`src/rtl/bus_txn_pkg.sv`:
```
// Constants and types shared by the bus transaction unit
package bus_txn_pkg;

  // ****************************************
  // Widths
  // ****************************************
  localparam int ADDR_W = 30;
  localparam int DATA_W = 32;
  localparam int BE_W = 4;
  localparam int CNT_W = 2;
  localparam int KIND_W = 3;

  // ****************************************
  // Transfer sizes requested by the core
  // ****************************************
  localparam logic [1:0] SIZE_SINGLE = 2'h0;
  localparam logic [1:0] SIZE_DOUBLE = 2'h1;
  localparam logic [1:0] SIZE_QUAD = 2'h2;

  // Remaining-word count loaded at the start of a transfer
  localparam logic [1:0] CNT_SINGLE = 2'h0;
  localparam logic [1:0] CNT_DOUBLE = 2'h1;
  localparam logic [1:0] CNT_QUAD = 2'h3;
  localparam logic [1:0] CNT_LAST = 2'h0;

  // Word address field that steps through a block
  localparam int WORD_LSB = 0;
  localparam int WORD_MSB = 1;

  // Fault kind bit positions
  localparam int KIND_WRITE = 0;
  localparam int KIND_TEXT = 1;
  localparam int KIND_LOCK = 2;

  // ****************************************
  // Reset values and the all-lanes byte enable
  // ****************************************
  localparam logic RST_DATA_OE_N = 1'h1;
  localparam logic RST_RD = 1'h1;
  localparam logic [3:0] RST_BE = 4'h0;
  localparam logic [1:0] RST_CNT = 2'h0;
  localparam logic [3:0] BE_ALL = 4'hF;

  // ****************************************
  // Sequencer states
  // ****************************************
  typedef enum logic [2:0] {
    ST_IDLE,
    ST_OWN,
    ST_XFER,
    ST_WAIT,
    ST_RETRY,
    ST_DEAD
  } state_type;

endpackage : bus_txn_pkg

```
`src/rtl/pin_sync.sv`:
```
// Two-stage synchroniser for asynchronous input pins
`timescale 1ns/1ns
`default_nettype none
module pin_sync #(
  parameter int WIDTH = 1
) (
  input wire logic mclk,
  input wire logic rst,
  input wire logic [WIDTH-1:0] pin_in,
  output logic [WIDTH-1:0] pin_out
);

  typedef struct packed {
    logic [WIDTH-1:0] s1;
    logic [WIDTH-1:0] s2;
  } sync_type;

  sync_type r_ff;
  sync_type nxt_r;

  initial
  begin
    if (WIDTH < 1)
    begin
      $error("pin_sync: WIDTH must be at least 1");
    end
  end

  // The first stage feeds only the second stage
  always_comb
  begin
    nxt_r.s1 = pin_in;
    nxt_r.s2 = r_ff.s1;
  end

  always_ff @(posedge mclk or posedge rst)
  begin
    if (rst)
    begin
      r_ff <= '0;
    end
    else
    begin
      r_ff <= nxt_r;
    end
  end

  assign pin_out = r_ff.s2;

endmodule : pin_sync
`default_nettype wire

```
`src/rtl/processor_bus_transaction_unit.sv`:
```
// Bus-master transaction sequencer for the processor system bus
//
// Notes on behaviour
// RULE1: Each transfer opens with a start strobe; the slave acknowledges it.
// RULE2: A failed transfer ends by hard reset, or bus error with acknowledge.
// RULE3: An interlocked transfer ends when lock drops after an acknowledge.
// RULE4: A multi-word transfer ends on the acknowledge seen with word count zero.
// RULE5: Sub-word accesses are single-word accesses with only addressed byte lanes.
// RULE6: Text reads are always two words; data reads one, two or four.
// RULE7: After a read, an owner with nothing queued loops back instead of releasing.
// RULE8: In loopback all outputs hold and the last read word is driven back.
// RULE9: Writes are one, two or four words.
// RULE10: Between writes with nothing pending the outputs keep their last values.
// RULE11: Lock stays asserted from the read portion through the write portion.
// RULE12: Grant lost during an interlocked sequence delays handover by one cycle.
// RULE13: After the locked write acknowledge, lock holds one extra dead cycle.
// RULE14: Each block word steps the word address up and the count down.
// RULE15: A retried block resumes from the aborted word.
// RULE16: Retry aborts the transfer and masks acknowledge while it stays asserted.
// RULE17: After retry drops, the transfer reruns once the bus is owned again.
// RULE18: Bus error with acknowledge raises a fault typed by the transaction kind.
// RULE19: Hard reset resets the unit and abandons any bus cycle.
// RULE20: Termination priority is hard reset, then retry, then acknowledge.
// RULE21: Without grant, ownership holds until last acknowledge and lock release.
// RULE22: Ownership acknowledge is high while owning, dropped when ownership ends.
// RULE23: The word count loads words minus one and holds until each acknowledge.
// RULE24: The slave acknowledges each started word exactly once for one cycle.
`timescale 1ns/1ns
`default_nettype none
module processor_bus_transaction_unit #(
  parameter int ADDR_W = bus_txn_pkg::ADDR_W,
  parameter int DATA_W = bus_txn_pkg::DATA_W
) (
  input wire logic mclk,
  input wire logic rst,
  // Core request side
  input wire logic req_valid,
  output logic req_ready,
  input wire logic req_write,
  input wire logic req_text,
  input wire logic req_lock,
  input wire logic [1:0] req_size,
  input wire logic [ADDR_W-1:0] req_addr,
  input wire logic [3:0] req_be,
  input wire logic [DATA_W-1:0] wdata,
  output logic wdata_take,
  output logic rsp_valid,
  output logic rsp_last,
  output logic [DATA_W-1:0] rsp_data,
  output logic fault,
  output logic [2:0] fault_kind,
  output logic core_reset,
  // Bus pins
  output logic bus_request,
  input wire logic arbiter_grant,
  output logic bus_ownership_ack,
  output logic start,
  output logic read_not_write,
  output logic text_not_data,
  output logic lock,
  output logic [1:0] remaining_word_count,
  output logic [ADDR_W-1:0] address,
  output logic [3:0] byte_lane_enable,
  input wire logic [DATA_W-1:0] data_in,
  output logic [DATA_W-1:0] data_out,
  output logic data_oe_n,
  input wire logic transfer_acknowledge,
  input wire logic bus_error_input,
  input wire logic retry,
  input wire logic hard_system_reset
);

  // ****************************************
  // Elaboration checks
  // ****************************************
  initial
  begin
    if (ADDR_W < 2 || DATA_W < 8)
    begin
      $error("processor_bus_transaction_unit: ADDR_W or DATA_W too small");
    end
  end

  // ****************************************
  // State
  // ****************************************
  typedef struct packed {
    bus_txn_pkg::state_type st;
    logic own;
    logic pend;
    logic breq;
    logic start;
    logic rd;
    logic text;
    logic lock;
    logic [1:0] cnt;
    logic [ADDR_W-1:0] addr;
    logic [3:0] be;
    logic [DATA_W-1:0] dout;
    logic doe_n;
    logic retried;
    logic rsp_valid;
    logic rsp_last;
    logic [DATA_W-1:0] rdata;
    logic fault;
    logic [2:0] kind;
    logic core_rst;
  } unit_type;

  localparam int SYNC_W = DATA_W + 5;

  unit_type r_ff;
  unit_type nxt_r;
  logic [SYNC_W-1:0] sync_out;
  logic grant_s;
  logic ack_s;
  logic bus_error_input_s;
  logic retry_s;
  logic hrst_s;
  logic [DATA_W-1:0] din_s;
  logic accept;
  logic go_x;

  // Words minus one for a requested size; text is forced to two words
  function automatic logic [1:0] words_m1(input logic [1:0] size, input logic txt);
    logic [1:0] w;
    w = bus_txn_pkg::CNT_SINGLE;
    if (txt || size == bus_txn_pkg::SIZE_DOUBLE)
    begin
      w = bus_txn_pkg::CNT_DOUBLE; // see RULE6
    end
    else if (size == bus_txn_pkg::SIZE_QUAD)
    begin
      w = bus_txn_pkg::CNT_QUAD;
    end
    return w; // see RULE9
  endfunction : words_m1

  // ****************************************
  // Input synchronisation
  // ****************************************
  // Data rides the same two stages as acknowledge so they stay aligned
  pin_sync #(
    .WIDTH(SYNC_W)
  ) u_sync (
    .mclk(mclk),
    .rst(rst),
    .pin_in({data_in, arbiter_grant, transfer_acknowledge, bus_error_input, retry,
             hard_system_reset}),
    .pin_out(sync_out)
  );

  assign din_s = sync_out[SYNC_W-1:5];
  assign grant_s = sync_out[4];
  assign ack_s = sync_out[3];
  assign bus_error_input_s = sync_out[2];
  assign retry_s = sync_out[1];
  assign hrst_s = sync_out[0];

  // ****************************************
  // Core handshake
  // ****************************************
  // A request is taken only when the bus is quiet or merely owned
  assign req_ready = !hrst_s
                     && ((r_ff.st == bus_txn_pkg::ST_IDLE && !r_ff.pend)
                         || r_ff.st == bus_txn_pkg::ST_OWN);
  assign accept = req_valid && req_ready;

  // ****************************************
  // Next state
  // ****************************************
  always_comb
  begin
    nxt_r = r_ff;
    go_x = 1'b0;
    wdata_take = 1'b0;
    nxt_r.start = 1'b0;
    nxt_r.rsp_valid = 1'b0;
    nxt_r.rsp_last = 1'b0;
    nxt_r.fault = 1'b0;
    nxt_r.core_rst = 1'b0;
    if (hrst_s)
    begin
      // Hard reset outranks every other termination
      nxt_r.st = bus_txn_pkg::ST_IDLE; // see RULE19
      nxt_r.own = 1'b0; // see RULE20
      nxt_r.pend = 1'b0;
      nxt_r.breq = 1'b0;
      nxt_r.lock = 1'b0;
      nxt_r.retried = 1'b0;
      nxt_r.doe_n = bus_txn_pkg::RST_DATA_OE_N;
      nxt_r.core_rst = 1'b1; // see RULE2
    end
    else
    begin
      if (accept)
      begin
        nxt_r.rd = !req_write;
        nxt_r.text = req_text && !req_write;
        nxt_r.lock = r_ff.lock || req_lock; // see RULE11
        nxt_r.cnt = words_m1(req_size, req_text && !req_write); // see RULE23
        nxt_r.addr = req_addr;
        // Byte lanes narrow only single-word accesses
        nxt_r.be = (words_m1(req_size, req_text && !req_write) == bus_txn_pkg::CNT_SINGLE)
                   ? req_be : bus_txn_pkg::BE_ALL; // see RULE5
        nxt_r.retried = 1'b0;
      end
      case (r_ff.st)
        bus_txn_pkg::ST_IDLE:
        begin
          nxt_r.doe_n = bus_txn_pkg::RST_DATA_OE_N;
          if (accept)
          begin
            nxt_r.pend = 1'b1;
            nxt_r.breq = 1'b1;
          end
          else if (r_ff.pend && grant_s)
          begin
            nxt_r.own = 1'b1; // see RULE22
            go_x = 1'b1;
          end
        end
        bus_txn_pkg::ST_OWN:
        begin
          if (accept)
          begin
            go_x = 1'b1;
          end
          else if (!grant_s && !r_ff.lock) // see RULE21
          begin
            // Ownership ends here and the acknowledge drops with it
            nxt_r.own = 1'b0; // see RULE22
            nxt_r.st = bus_txn_pkg::ST_IDLE;
            nxt_r.breq = 1'b0;
            nxt_r.doe_n = bus_txn_pkg::RST_DATA_OE_N;
          end
        end
        bus_txn_pkg::ST_XFER:
        begin
          nxt_r.st = bus_txn_pkg::ST_WAIT;
        end
        bus_txn_pkg::ST_WAIT:
        begin
          // Grant loss is ignored until the transfer has fully ended
          if (retry_s)
          begin
            // Acknowledge is masked while retry stands
            nxt_r.st = bus_txn_pkg::ST_RETRY; // see RULE16
            nxt_r.retried = 1'b1; // see RULE20
          end
          else if (ack_s && bus_error_input_s)
          begin
            nxt_r.fault = 1'b1; // see RULE18
            nxt_r.kind[bus_txn_pkg::KIND_WRITE] = !r_ff.rd;
            nxt_r.kind[bus_txn_pkg::KIND_TEXT] = r_ff.text;
            nxt_r.kind[bus_txn_pkg::KIND_LOCK] = r_ff.lock;
            nxt_r.lock = 1'b0; // see RULE2
            nxt_r.cnt = bus_txn_pkg::CNT_LAST;
            nxt_r.st = bus_txn_pkg::ST_OWN;
          end
          else if (ack_s)
          begin
            nxt_r.rsp_valid = r_ff.rd; // see RULE1
            nxt_r.rsp_last = (r_ff.cnt == bus_txn_pkg::CNT_LAST);
            if (r_ff.rd)
            begin
              nxt_r.rdata = din_s;
            end
            if (r_ff.cnt == bus_txn_pkg::CNT_LAST)
            begin
              // Last word: the transfer is over
              nxt_r.st = bus_txn_pkg::ST_OWN; // see RULE4
              if (r_ff.rd)
              begin
                // Loop the read word back instead of floating the bus
                nxt_r.dout = din_s; // see RULE7
                nxt_r.doe_n = 1'b0; // see RULE8
              end
              else if (r_ff.lock)
              begin
                nxt_r.st = bus_txn_pkg::ST_DEAD; // see RULE13
              end
            end
            else
            begin
              nxt_r.cnt = r_ff.cnt - 2'h1; // see RULE14
              nxt_r.addr[bus_txn_pkg::WORD_MSB:bus_txn_pkg::WORD_LSB] =
                r_ff.addr[bus_txn_pkg::WORD_MSB:bus_txn_pkg::WORD_LSB] + 2'h1;
              go_x = 1'b1;
            end
          end
        end
        bus_txn_pkg::ST_RETRY:
        begin
          // Outputs hold; word position is kept so a block resumes in place
          if (!retry_s)
          begin
            if (r_ff.own && grant_s)
            begin
              go_x = 1'b1; // see RULE15
            end
            else
            begin
              // Rerun waits for ownership to be won again
              nxt_r.own = 1'b0; // see RULE17
              nxt_r.st = bus_txn_pkg::ST_IDLE;
              nxt_r.pend = 1'b1;
              nxt_r.breq = 1'b1;
              nxt_r.doe_n = bus_txn_pkg::RST_DATA_OE_N;
            end
          end
        end
        bus_txn_pkg::ST_DEAD:
        begin
          // Lock released one cycle late, which also delays any handover
          nxt_r.lock = 1'b0; // see RULE3
          nxt_r.st = bus_txn_pkg::ST_OWN; // see RULE12
        end
        default:
        begin
          nxt_r.st = bus_txn_pkg::ST_IDLE;
        end
      endcase
      if (go_x)
      begin
        nxt_r.st = bus_txn_pkg::ST_XFER;
        nxt_r.start = 1'b1; // see RULE1
        nxt_r.pend = 1'b0;
        nxt_r.retried = 1'b0;
        nxt_r.doe_n = nxt_r.rd;
        // A reissued word reuses its held data instead of taking a new one
        if (!nxt_r.rd && !r_ff.retried)
        begin
          nxt_r.dout = wdata;
          wdata_take = 1'b1;
        end
      end
    end
  end

  // ****************************************
  // Registers
  // ****************************************
  always_ff @(posedge mclk or posedge rst)
  begin
    if (rst)
    begin
      r_ff <= '{st: bus_txn_pkg::ST_IDLE,
                rd: bus_txn_pkg::RST_RD,
                be: bus_txn_pkg::RST_BE,
                cnt: bus_txn_pkg::RST_CNT,
                doe_n: bus_txn_pkg::RST_DATA_OE_N,
                default: '0};
    end
    else
    begin
      r_ff <= nxt_r;
    end
  end

  // ****************************************
  // Outputs
  // ****************************************
  // Bus outputs come straight from registers and change only when the next-state logic reloads them
  assign bus_request = r_ff.breq;
  assign bus_ownership_ack = r_ff.own;
  assign start = r_ff.start;
  assign read_not_write = r_ff.rd;
  assign text_not_data = r_ff.text;
  assign lock = r_ff.lock;
  assign remaining_word_count = r_ff.cnt;
  assign address = r_ff.addr;
  assign byte_lane_enable = r_ff.be; // see RULE10
  assign data_out = r_ff.dout;
  assign data_oe_n = r_ff.doe_n;
  assign rsp_valid = r_ff.rsp_valid;
  assign rsp_last = r_ff.rsp_last;
  assign rsp_data = r_ff.rdata;
  assign fault = r_ff.fault;
  assign fault_kind = r_ff.kind;
  assign core_reset = r_ff.core_rst;

endmodule : processor_bus_transaction_unit
`default_nettype wire

```
`config.mk`:
```
export PLATFORM = sky130hd
export DESIGN_NAME = processor_bus_transaction_unit
export DESIGN_NICKNAME = d
export VERILOG_FILES = /design/src/rtl/bus_txn_pkg.sv /design/src/rtl/pin_sync.sv /design/src/rtl/processor_bus_transaction_unit.sv
export SDC_FILE = /design/constraint.sdc
export NUM_CORES = 1
export LEC_CHECK = 0
export BUFFER_PORTS_ARGS = -buffer_cell sky130_fd_sc_hd__buf_2
export CAP_MARGIN = 25
export CORE_AREA = 2 2 184 96
export CTS_BUF_LIST = sky130_fd_sc_hd__clkbuf_16
export CTS_CLUSTER_DIAMETER = 60
export DETAILED_ROUTE_END_ITERATION = 12
export DIE_AREA = 0 0 186 98
export GPL_TIMING_DRIVEN = 0
export HOLD_SLACK_MARGIN = 0.02
export MAX_ROUTING_LAYER = met4
export PLACE_DENSITY = 0.76
export SETUP_SLACK_MARGIN = 0.2
export SLEW_MARGIN = 15
export SYNTH_ARGS = -nofsm -noshare
export SYNTH_HDL_FRONTEND = slang
export SYNTH_SLANG_ARGS = --single-unit
```
`constraint.sdc`:
```
create_clock -name mclk -period 5 [get_ports mclk]
set_input_delay 0.25 -clock mclk [delete_from_list [all_inputs] [get_ports mclk]]
set_output_delay 0.25 -clock mclk [all_outputs]
set_load 0.1 [all_outputs]
```
==> reports/results.tsv, run 1 <==
stage	metric	value	unit
sta	setup_viol	0	
place	globalplace.congestion	0.911	
die	floorplan.die_area	0.0182	sq mm
power_and_ir_drop	power_density_over_the_cells	546	mW/mm^2
synth	synth_fp_nets	732	
critical_path	timing.critical_path.from_type	flip-flop	
grt	largest_net_degree_at_the_start_of_global_routing	34	
job	timing.max_cap.violations	0	
critical_path	crit_required	4.75	ns
sta	drv_slew	0	
clock_network	tritoncts.num_buffers	17	
final_layout	flow.area_growth_from_synthesis	32.7	%
power_and_ir_drop	vdd.ir_drop.worst	0.000401	V
critical_path	crit_type	reg -> out	
sta	worst-slew-pin-transition	0.802	ns
synth	synth-edff-count	0	
critical_path	worstPathArrival	3.06	ns
clock_network	clock_pin_slew_reported_for_the_worst_setup_and_hold_paths_after_clock_tree_synthesis	0.06	ns
detailed_routing	vias_per_cell	4.65	
sta	fmax	0.302	GHz
final_layout	layout.cells.most_common	buf_2	
place	dp_hpwl	13100	um
grt	grt.overflow.total	0	
synth	dominant_synthesized_flop_cell	dfrtp_1	
place	port-buffer-count	226	
sta	min_period_over_period	66.2	%
clock_network	number_of_sinks_on_the_clock_net	193	
clock_network	htreeDepth	4	
power_and_ir_drop	leakage	0.00554	uW
sta	clock_skew	0.00914	ns
detailed_routing	post_drt_wl_per_cell	15.5	um
synth	yosys_warnings	0	
place	placement.cell_area	0.00923	sq mm
sta	holdWs	0.0436	ns
status	run_status	completed	
critical_path	cp-end-kind	primary output	
synth	synthDominantAreaCellType	dfrtp_1	
synth	synth_top_area_share	62.3	%
detailed_routing	drtIter0Drc	231	
final_layout	design_area	0.0102	sq mm
detailed_routing	drt_drc_violations_left	0	
synth	avg_inst_size_synth	12.4	sq um
sta	final.min_clock_period	3.31	ns
grt	grt_pass1_wl	28800	um
detailed_routing	drtPass1Iterations	4	
synth	synth.ff_latch_count	193	
clock_network	post_cts.repair.setup_buffers	0	
synth	async_flop_share	100	%
final_layout	final_layout_size_suffix_gt1_share	44.4	%
die	floorplan.die.height	98	um
die	io_pins	227	
grt	number_of_global_route_vias_before_repair	5455	
detailed_routing	route.antenna.remaining_nets	0	
die	chipWidth	186	um
synth	seq_area_frac_synth	63.0	%
detailed_routing	dr_total_vias	5379	
critical_path	critical_path_fanouts_max	10	
die	placement_rows	34	
sta	unrepaired_setup_endpoints_after_global_routing	false	
final_layout	num-nets-final	1021	
final_layout	utilization	60.6	%
min_path	hold_class	in -> reg	
final_layout	leading_cell_types_in_the_layout_fill_and_taps_excluded	buf_2 (231), dfrtp_1 (191), buf_4 (104)	
detailed_routing	postRouteWirelength	18000	um
die	core_area	0.0168	sq mm
clock_network	cts_resized	0	
die	initial_utilization	45.7	%
grt	grt_antenna_before_repair	1	
synth	post_synth_num_cell_types	50	
sta	final_sum_of_negative_setup_slack	0	ns
clock_network	clk-insertion-delay-late	0.42	ns
synth	syn_inst	621	
synth	top_cells_by_area_synth	dfrtp_1 (62%), buf_4 (10%), nand2_1 (5.0%)	
grt	grtUsageTotal	21.4	%
clock_network	cts_max_path_buffers	2	
sta	slew_headroom	46.1	%
sta	finalHoldViolations	0	
clock_network	clock_root_buffer	clkbuf_16	
clock_network	tritoncts	built	
synth	mappedNetlistArea	0.00767	sq mm
[cell families after synthesis]
family / count (synthesis) / share of synthesized area, %
multiplexers: 31 / 4.52
buffers and inverters: 142 / 12.5
flip-flops: 193 / 63.0
AO/OA/AOI/OAI: 107 / 10.9
AND/OR/NAND/NOR: 147 / 9.00
XOR/XNOR: 1 / 0.114
[final timing paths]
path	startpoint	endpoint	slack (ns)	depth (start not counted)
max in group asynchronous	rst	u_sync.pin_out[32]$_DFF_PP0_	3.43	6
max	u_sync.pin_out[1]$_DFF_PP0_	wdata_take	1.69	7
min reg2reg	u_sync.nxt_r[31]$_DFF_PP0_	u_sync.pin_out[31]$_DFF_PP0_	0.34	0
max reg2reg	u_sync.pin_out[1]$_DFF_PP0_	rsp_data[5]$_DFFE_PP0P_	2.49	9
min	req_be[3]	byte_lane_enable[3]$_DFFE_PP0P_	0.04	2
min in group asynchronous	rst	address[24]$_DFFE_PP0P_	0.54	3
[cell usage after synthesis, types with 2 or more instances]
library cell and number:
dfrtp_1 191, buf_4 104, nand2_1 103, a21o_1 34
a22o_1 32, mux2_2 29, clkbuf_1 14, nor2_1 13
inv_1 12, a21oi_1 10, o21ai_0 9, nand3_1 6
buf_2 5, o22a_1 5, buf_6 4, nor2b_1 4
buf_1 3, nor4_1 3, a211o_1 2, a31oi_1 2
a32oi_1 2, and2b_1 2, dfstp_2 2, mux2i_1 2
nor4_4 2, or3_1 2
[power by group]
| part | leakage, uW | internal, uW | switching [uW] |
|---|---|---|---|
| combinational | 0.00286 | 554 | 1750 |
| clock | 0.000283 | 775 | 568 |
| sequential | 0.00239 | 1790 | 131 |
[through the flow]
stage          worst slack (ns)  cells  total power (uW)
6_report                   1.69   1156              5560
5_1_grt                    1.52   1156              5790
4_1_cts                    1.67   1155              5610
3_5_place_dp               2.16   1087              4230
3_3_place_gp               1.08   1081              4190
2_1_floorplan              2.26    621              3900
[registers in the layout (all words and copies together) (netlist names), 2 cells and up]
signal and count:
u_sync.nxt_r 37, u_sync.pin_out 37, data_out 32, rsp_data 32
address 30, r_ff 5, byte_lane_enable 4, fault_kind 3
remaining_word_count 2
[critical path: stages, from the launching register on]
cell	delay, ns
dfrtp_1	0.37
buf_2	0.18
nand3b_4	0.20
nor4_4	0.42
a311oi_4	0.12
nor4_4	0.49
buf_2	0.36
buf_2	0.48
[final cells by class]
type | count | area, sq um
Multi-Input combinational cell | 286 | 1880
Timing Repair Buffer | 270 | 1640
Fill cell | 1386 | 6620
Tap cell | 234 | 293
Sequential cell | 193 | 4830
Clock buffer | 17 | 425
Buffer | 130 | 915
Clock inverter | 13 | 145
Inverter | 12 | 48.8
Antenna cell | 1 | 2.50
[metal layers]
layer  share of wire, %  routed length [um]  vias to the layer above  global-route usage (%)
li1                   -                   -                     2559                       -
met1                 50                8940                     2619                    31.9
met2                 42                7510                      193                    29.0
met3                8.0                1430                        8                    5.97
met4               0.38                  69                        0                    4.54
met5                  0                   0                        -                       -
[what timing repair did]
item | CTS | global route
hold buffers | 38 | 0
endpoints found under the hold margin | 65 | 0
endpoints found under the setup margin | 0 | 0
Note: power is estimated with default switching activity, not from simulation.
==> run 2: changes to the inputs <==
==> constraint.sdc (replaced) <==
create_clock -name mclk -period 3 [get_ports mclk]
set_input_delay 0.15 -clock mclk [delete_from_list [all_inputs] [get_ports mclk]]
set_output_delay 0.15 -clock mclk [all_outputs]
set_load 0.1 [all_outputs]
==> reports/results.tsv, run 2 (same netlist as run 1, synthesis figures left out) <==
stage	metric	value	unit	change
status	run_status	completed		unchanged
power_and_ir_drop	total_switching_power	4100	uW	was 2450 uW
clock_network	number_of_sinks_on_the_clock_net	193		unchanged
sta	unrepaired_setup_endpoints_after_global_routing	false		unchanged
sta	holdWs	0.0368	ns	was 0.0436 ns
clock_network	cts_max_path_buffers	2		unchanged
die	floorplan.die_area	0.0182	sq mm	unchanged
detailed_routing	postRouteWirelength	18900	um	was 18000 um
sta	slew_headroom	45.2	%	was 46.1%
critical_path	crit_path_start	u_sync.pin_out[1]$_DFF_PP0_		unchanged
critical_path	crit_type	reg -> out		unchanged
sta	finalHoldViolations	0		unchanged
die	core_area	0.0168	sq mm	unchanged
grt	grt.overflow.total	0		unchanged
clock_network	tritoncts	built		unchanged
critical_path	timing.critical_path.from_type	flip-flop		unchanged
grt	grtUsageTotal	22.4	%	was 21.4%
detailed_routing	dr_total_vias	5555		was 5379
power_and_ir_drop	clockPowerShare	24.0	%	was 24.1%
critical_path	cp-end-kind	primary output		unchanged
die	floorplan.die.height	98	um	unchanged
final_layout	utilization	63.3	%	was 60.6%
critical_path	crit_required	2.85	ns	was 4.75 ns
sta	setup_viol	0		unchanged
place	placement.cell_area	0.00923	sq mm	unchanged
final_layout	design_area	0.0106	sq mm	was 0.0102 sq mm
place	dp_hpwl	13100	um	unchanged
sta	worst-slew-pin-transition	0.814	ns	was 0.802 ns
sta	fmax	0.376	GHz	
die	placement_rows	34		unchanged
power_and_ir_drop	power_density_over_the_cells	877	mW/mm^2	was 546 mW/mm^2
detailed_routing	route.antenna.remaining_nets	0		unchanged
clock_network	clock_root_buffer	clkbuf_16		unchanged
final_layout	num-nets-final	1066		was 1021
power_and_ir_drop	seq_power_share	34.3	%	was 34.5%
die	chipWidth	186	um	unchanged
grt	grt_antenna_before_repair	1		unchanged
detailed_routing	drtIter0Drc	261		was 231
clock_network	clk-insertion-delay-late	0.42	ns	about the same
detailed_routing	vias_per_cell	4.63		was 4.65
sta	drv_slew	0		unchanged
grt	grt_pass1_wl	30200	um	was 28800 um
final_layout	finalNonFillerCells	1201		was 1156
job	timing.max_cap.violations	0		unchanged
detailed_routing	drt_drc_violations_left	0		unchanged
sta	final.min_clock_period	2.66	ns	
critical_path	critical_path.cell_chain	buf_2 -> nand3b_4 -> nor4_4 -> buf_4 -> a311oi_4 -> nor4_4 -> buf_6 -> buf_6		was buf_2 -> nand3b_4 -> nor4_4 -> a311oi_4 -> nor4_4 -> buf_2 -> buf_2
final_layout	final_layout_size_suffix_gt1_share	42.5	%	was 44.4%
critical_path	worstPathArrival	2.51	ns	was 3.06 ns
place	place_inst	1087		unchanged
place	port-buffer-count	226		unchanged
power_and_ir_drop	combinational_share_of_power	41.7	%	was 41.3%
sta	min_period_over_period	88.7	%	
grt	largest_net_degree_at_the_start_of_global_routing	34		unchanged
critical_path	critical_path.max_stage_delay	0.37	ns	was 0.49 ns
power_and_ir_drop	p_int	5230	uW	was 3120 uW
power_and_ir_drop	leakage	0.00573	uW	was 0.00554 uW
clock_network	tritoncts.num_buffers	17		unchanged
power_and_ir_drop	vdd.ir_drop.worst	0.000671	V	was 0.000401 V
final_layout	leading_cell_types_in_the_layout_fill_and_taps_excluded	buf_2 (229), dfrtp_1 (191), buf_4 (106)		was buf_2 (231), dfrtp_1 (191), buf_4 (104)
detailed_routing	post_drt_wl_per_cell	15.7	um	was 15.5 um
place	globalplace.congestion	0.911		unchanged
power_and_ir_drop	power.share.switching	43.9	%	was 44.0%
clock_network	clock_pin_slew_reported_for_the_worst_setup_and_hold_paths_after_clock_tree_synthesis	0.07	ns	was 0.06 ns
critical_path	worst_path_max_delay_cell	dfrtp_1		was nor4_4
critical_path	crit-reg2reg-launch	u_sync.pin_out[1]$_DFF_PP0_		unchanged
min_path	min_from	wdata[27]		was req_be[3]
final_layout	layout.cells.most_common	buf_2		unchanged
critical_path	critical_path_fanouts_max	10		unchanged
power_and_ir_drop	power.total	9330	uW	was 5560 uW
grt	number_of_global_route_vias_before_repair	5749		was 5455
detailed_routing	drtPass1Iterations	4		unchanged
min_path	hold_class	in -> reg		unchanged
die	initial_utilization	45.7	%	unchanged
sta	clock_skew	0.00800	ns	was 0.00914 ns
final_layout	flow.area_growth_from_synthesis	38.7	%	was 32.7%
clock_network	htreeDepth	4		unchanged
die	io_pins	227		unchanged
-- run 2: path summary, 6_finish.rpt --
| path | endpoint | slack, ns | cells after the start |
|---|---|---|---|
| setup / recovery | wdata_take | 0.34 | 8 |
| setup reg to reg | rsp_data[12]$_DFFE_PP0P_ | 0.49 | 9 |
| hold / removal | data_out[27]$_DFFE_PP0N_ | 0.04 | 3 |
| hold reg to reg | u_sync.pin_out[31]$_DFF_PP0_ | 0.34 | 0 |
| min in group asynchronous | address[26]$_DFFE_PP0P_ | 0.42 | 3 |
| max in group asynchronous | data_out[21]$_DFFE_PP0N_ | 1.54 | 6 |
-- run 2: per-layer routing --
| layer | routed length [um] | track usage [%] |
|---|---|---|
| met5 | 0 | - |
| met4 | 63 | 4.54 |
| met2 | 8150 | 31.7 |
| met3 | 1230 | 5.86 |
| met1 | 9410 | 32.5 |
-- run 2: critical path: cells and delay by family, from the launching register on --
| kind | cells | cell delay, ns |
|---|---|---|
| and+or+nand+nor | 3 | 0.81 |
| AOI/OAI and AO/OA | 1 | 0.07 |
| DFF | 1 | 0.37 |
| buffers and inverters | 4 | 0.83 |
-- run 2: power by group through the flow --
stage,clock [uW],combinational [uW],sequential [uW]
CTS,2300,3890,3200
floorplan,0,3240,3260
detailed placement,0,3810,3240
global placement,0,3760,3230
finish,2240,3890,3200
global route,2420,4030,3250
-- run 2: what timing repair did --
action,CTS,global route
hold endpoints to repair,106,1
setup buffers,1,1
hold buffers,80,1
resized for setup,3,1
endpoints found under the setup margin,1,1
pin swaps,2,2
-- run 2: layout make-up --
class | instances | area, sq um
Fill cell | 1319 | 6160
Buffer | 130 | 921
Antenna cell | 1 | 2.50
Tap cell | 234 | 293
Multi-Input combinational cell | 286 | 1880
Clock buffer | 17 | 425
Inverter | 12 | 48.8
Clock inverter | 13 | 145
Timing Repair Buffer | 315 | 2090
Sequential cell | 193 | 4830
-- run 2: per-stage QoR --
step	setup TNS, ns	worst slack (ns)
6_report	0	0.338
5_1_grt	0	0.224
4_1_cts	0	0.250
3_5_place_dp	0	0.256
3_3_place_gp	-151.54	-0.816
2_1_floorplan	0	0.306
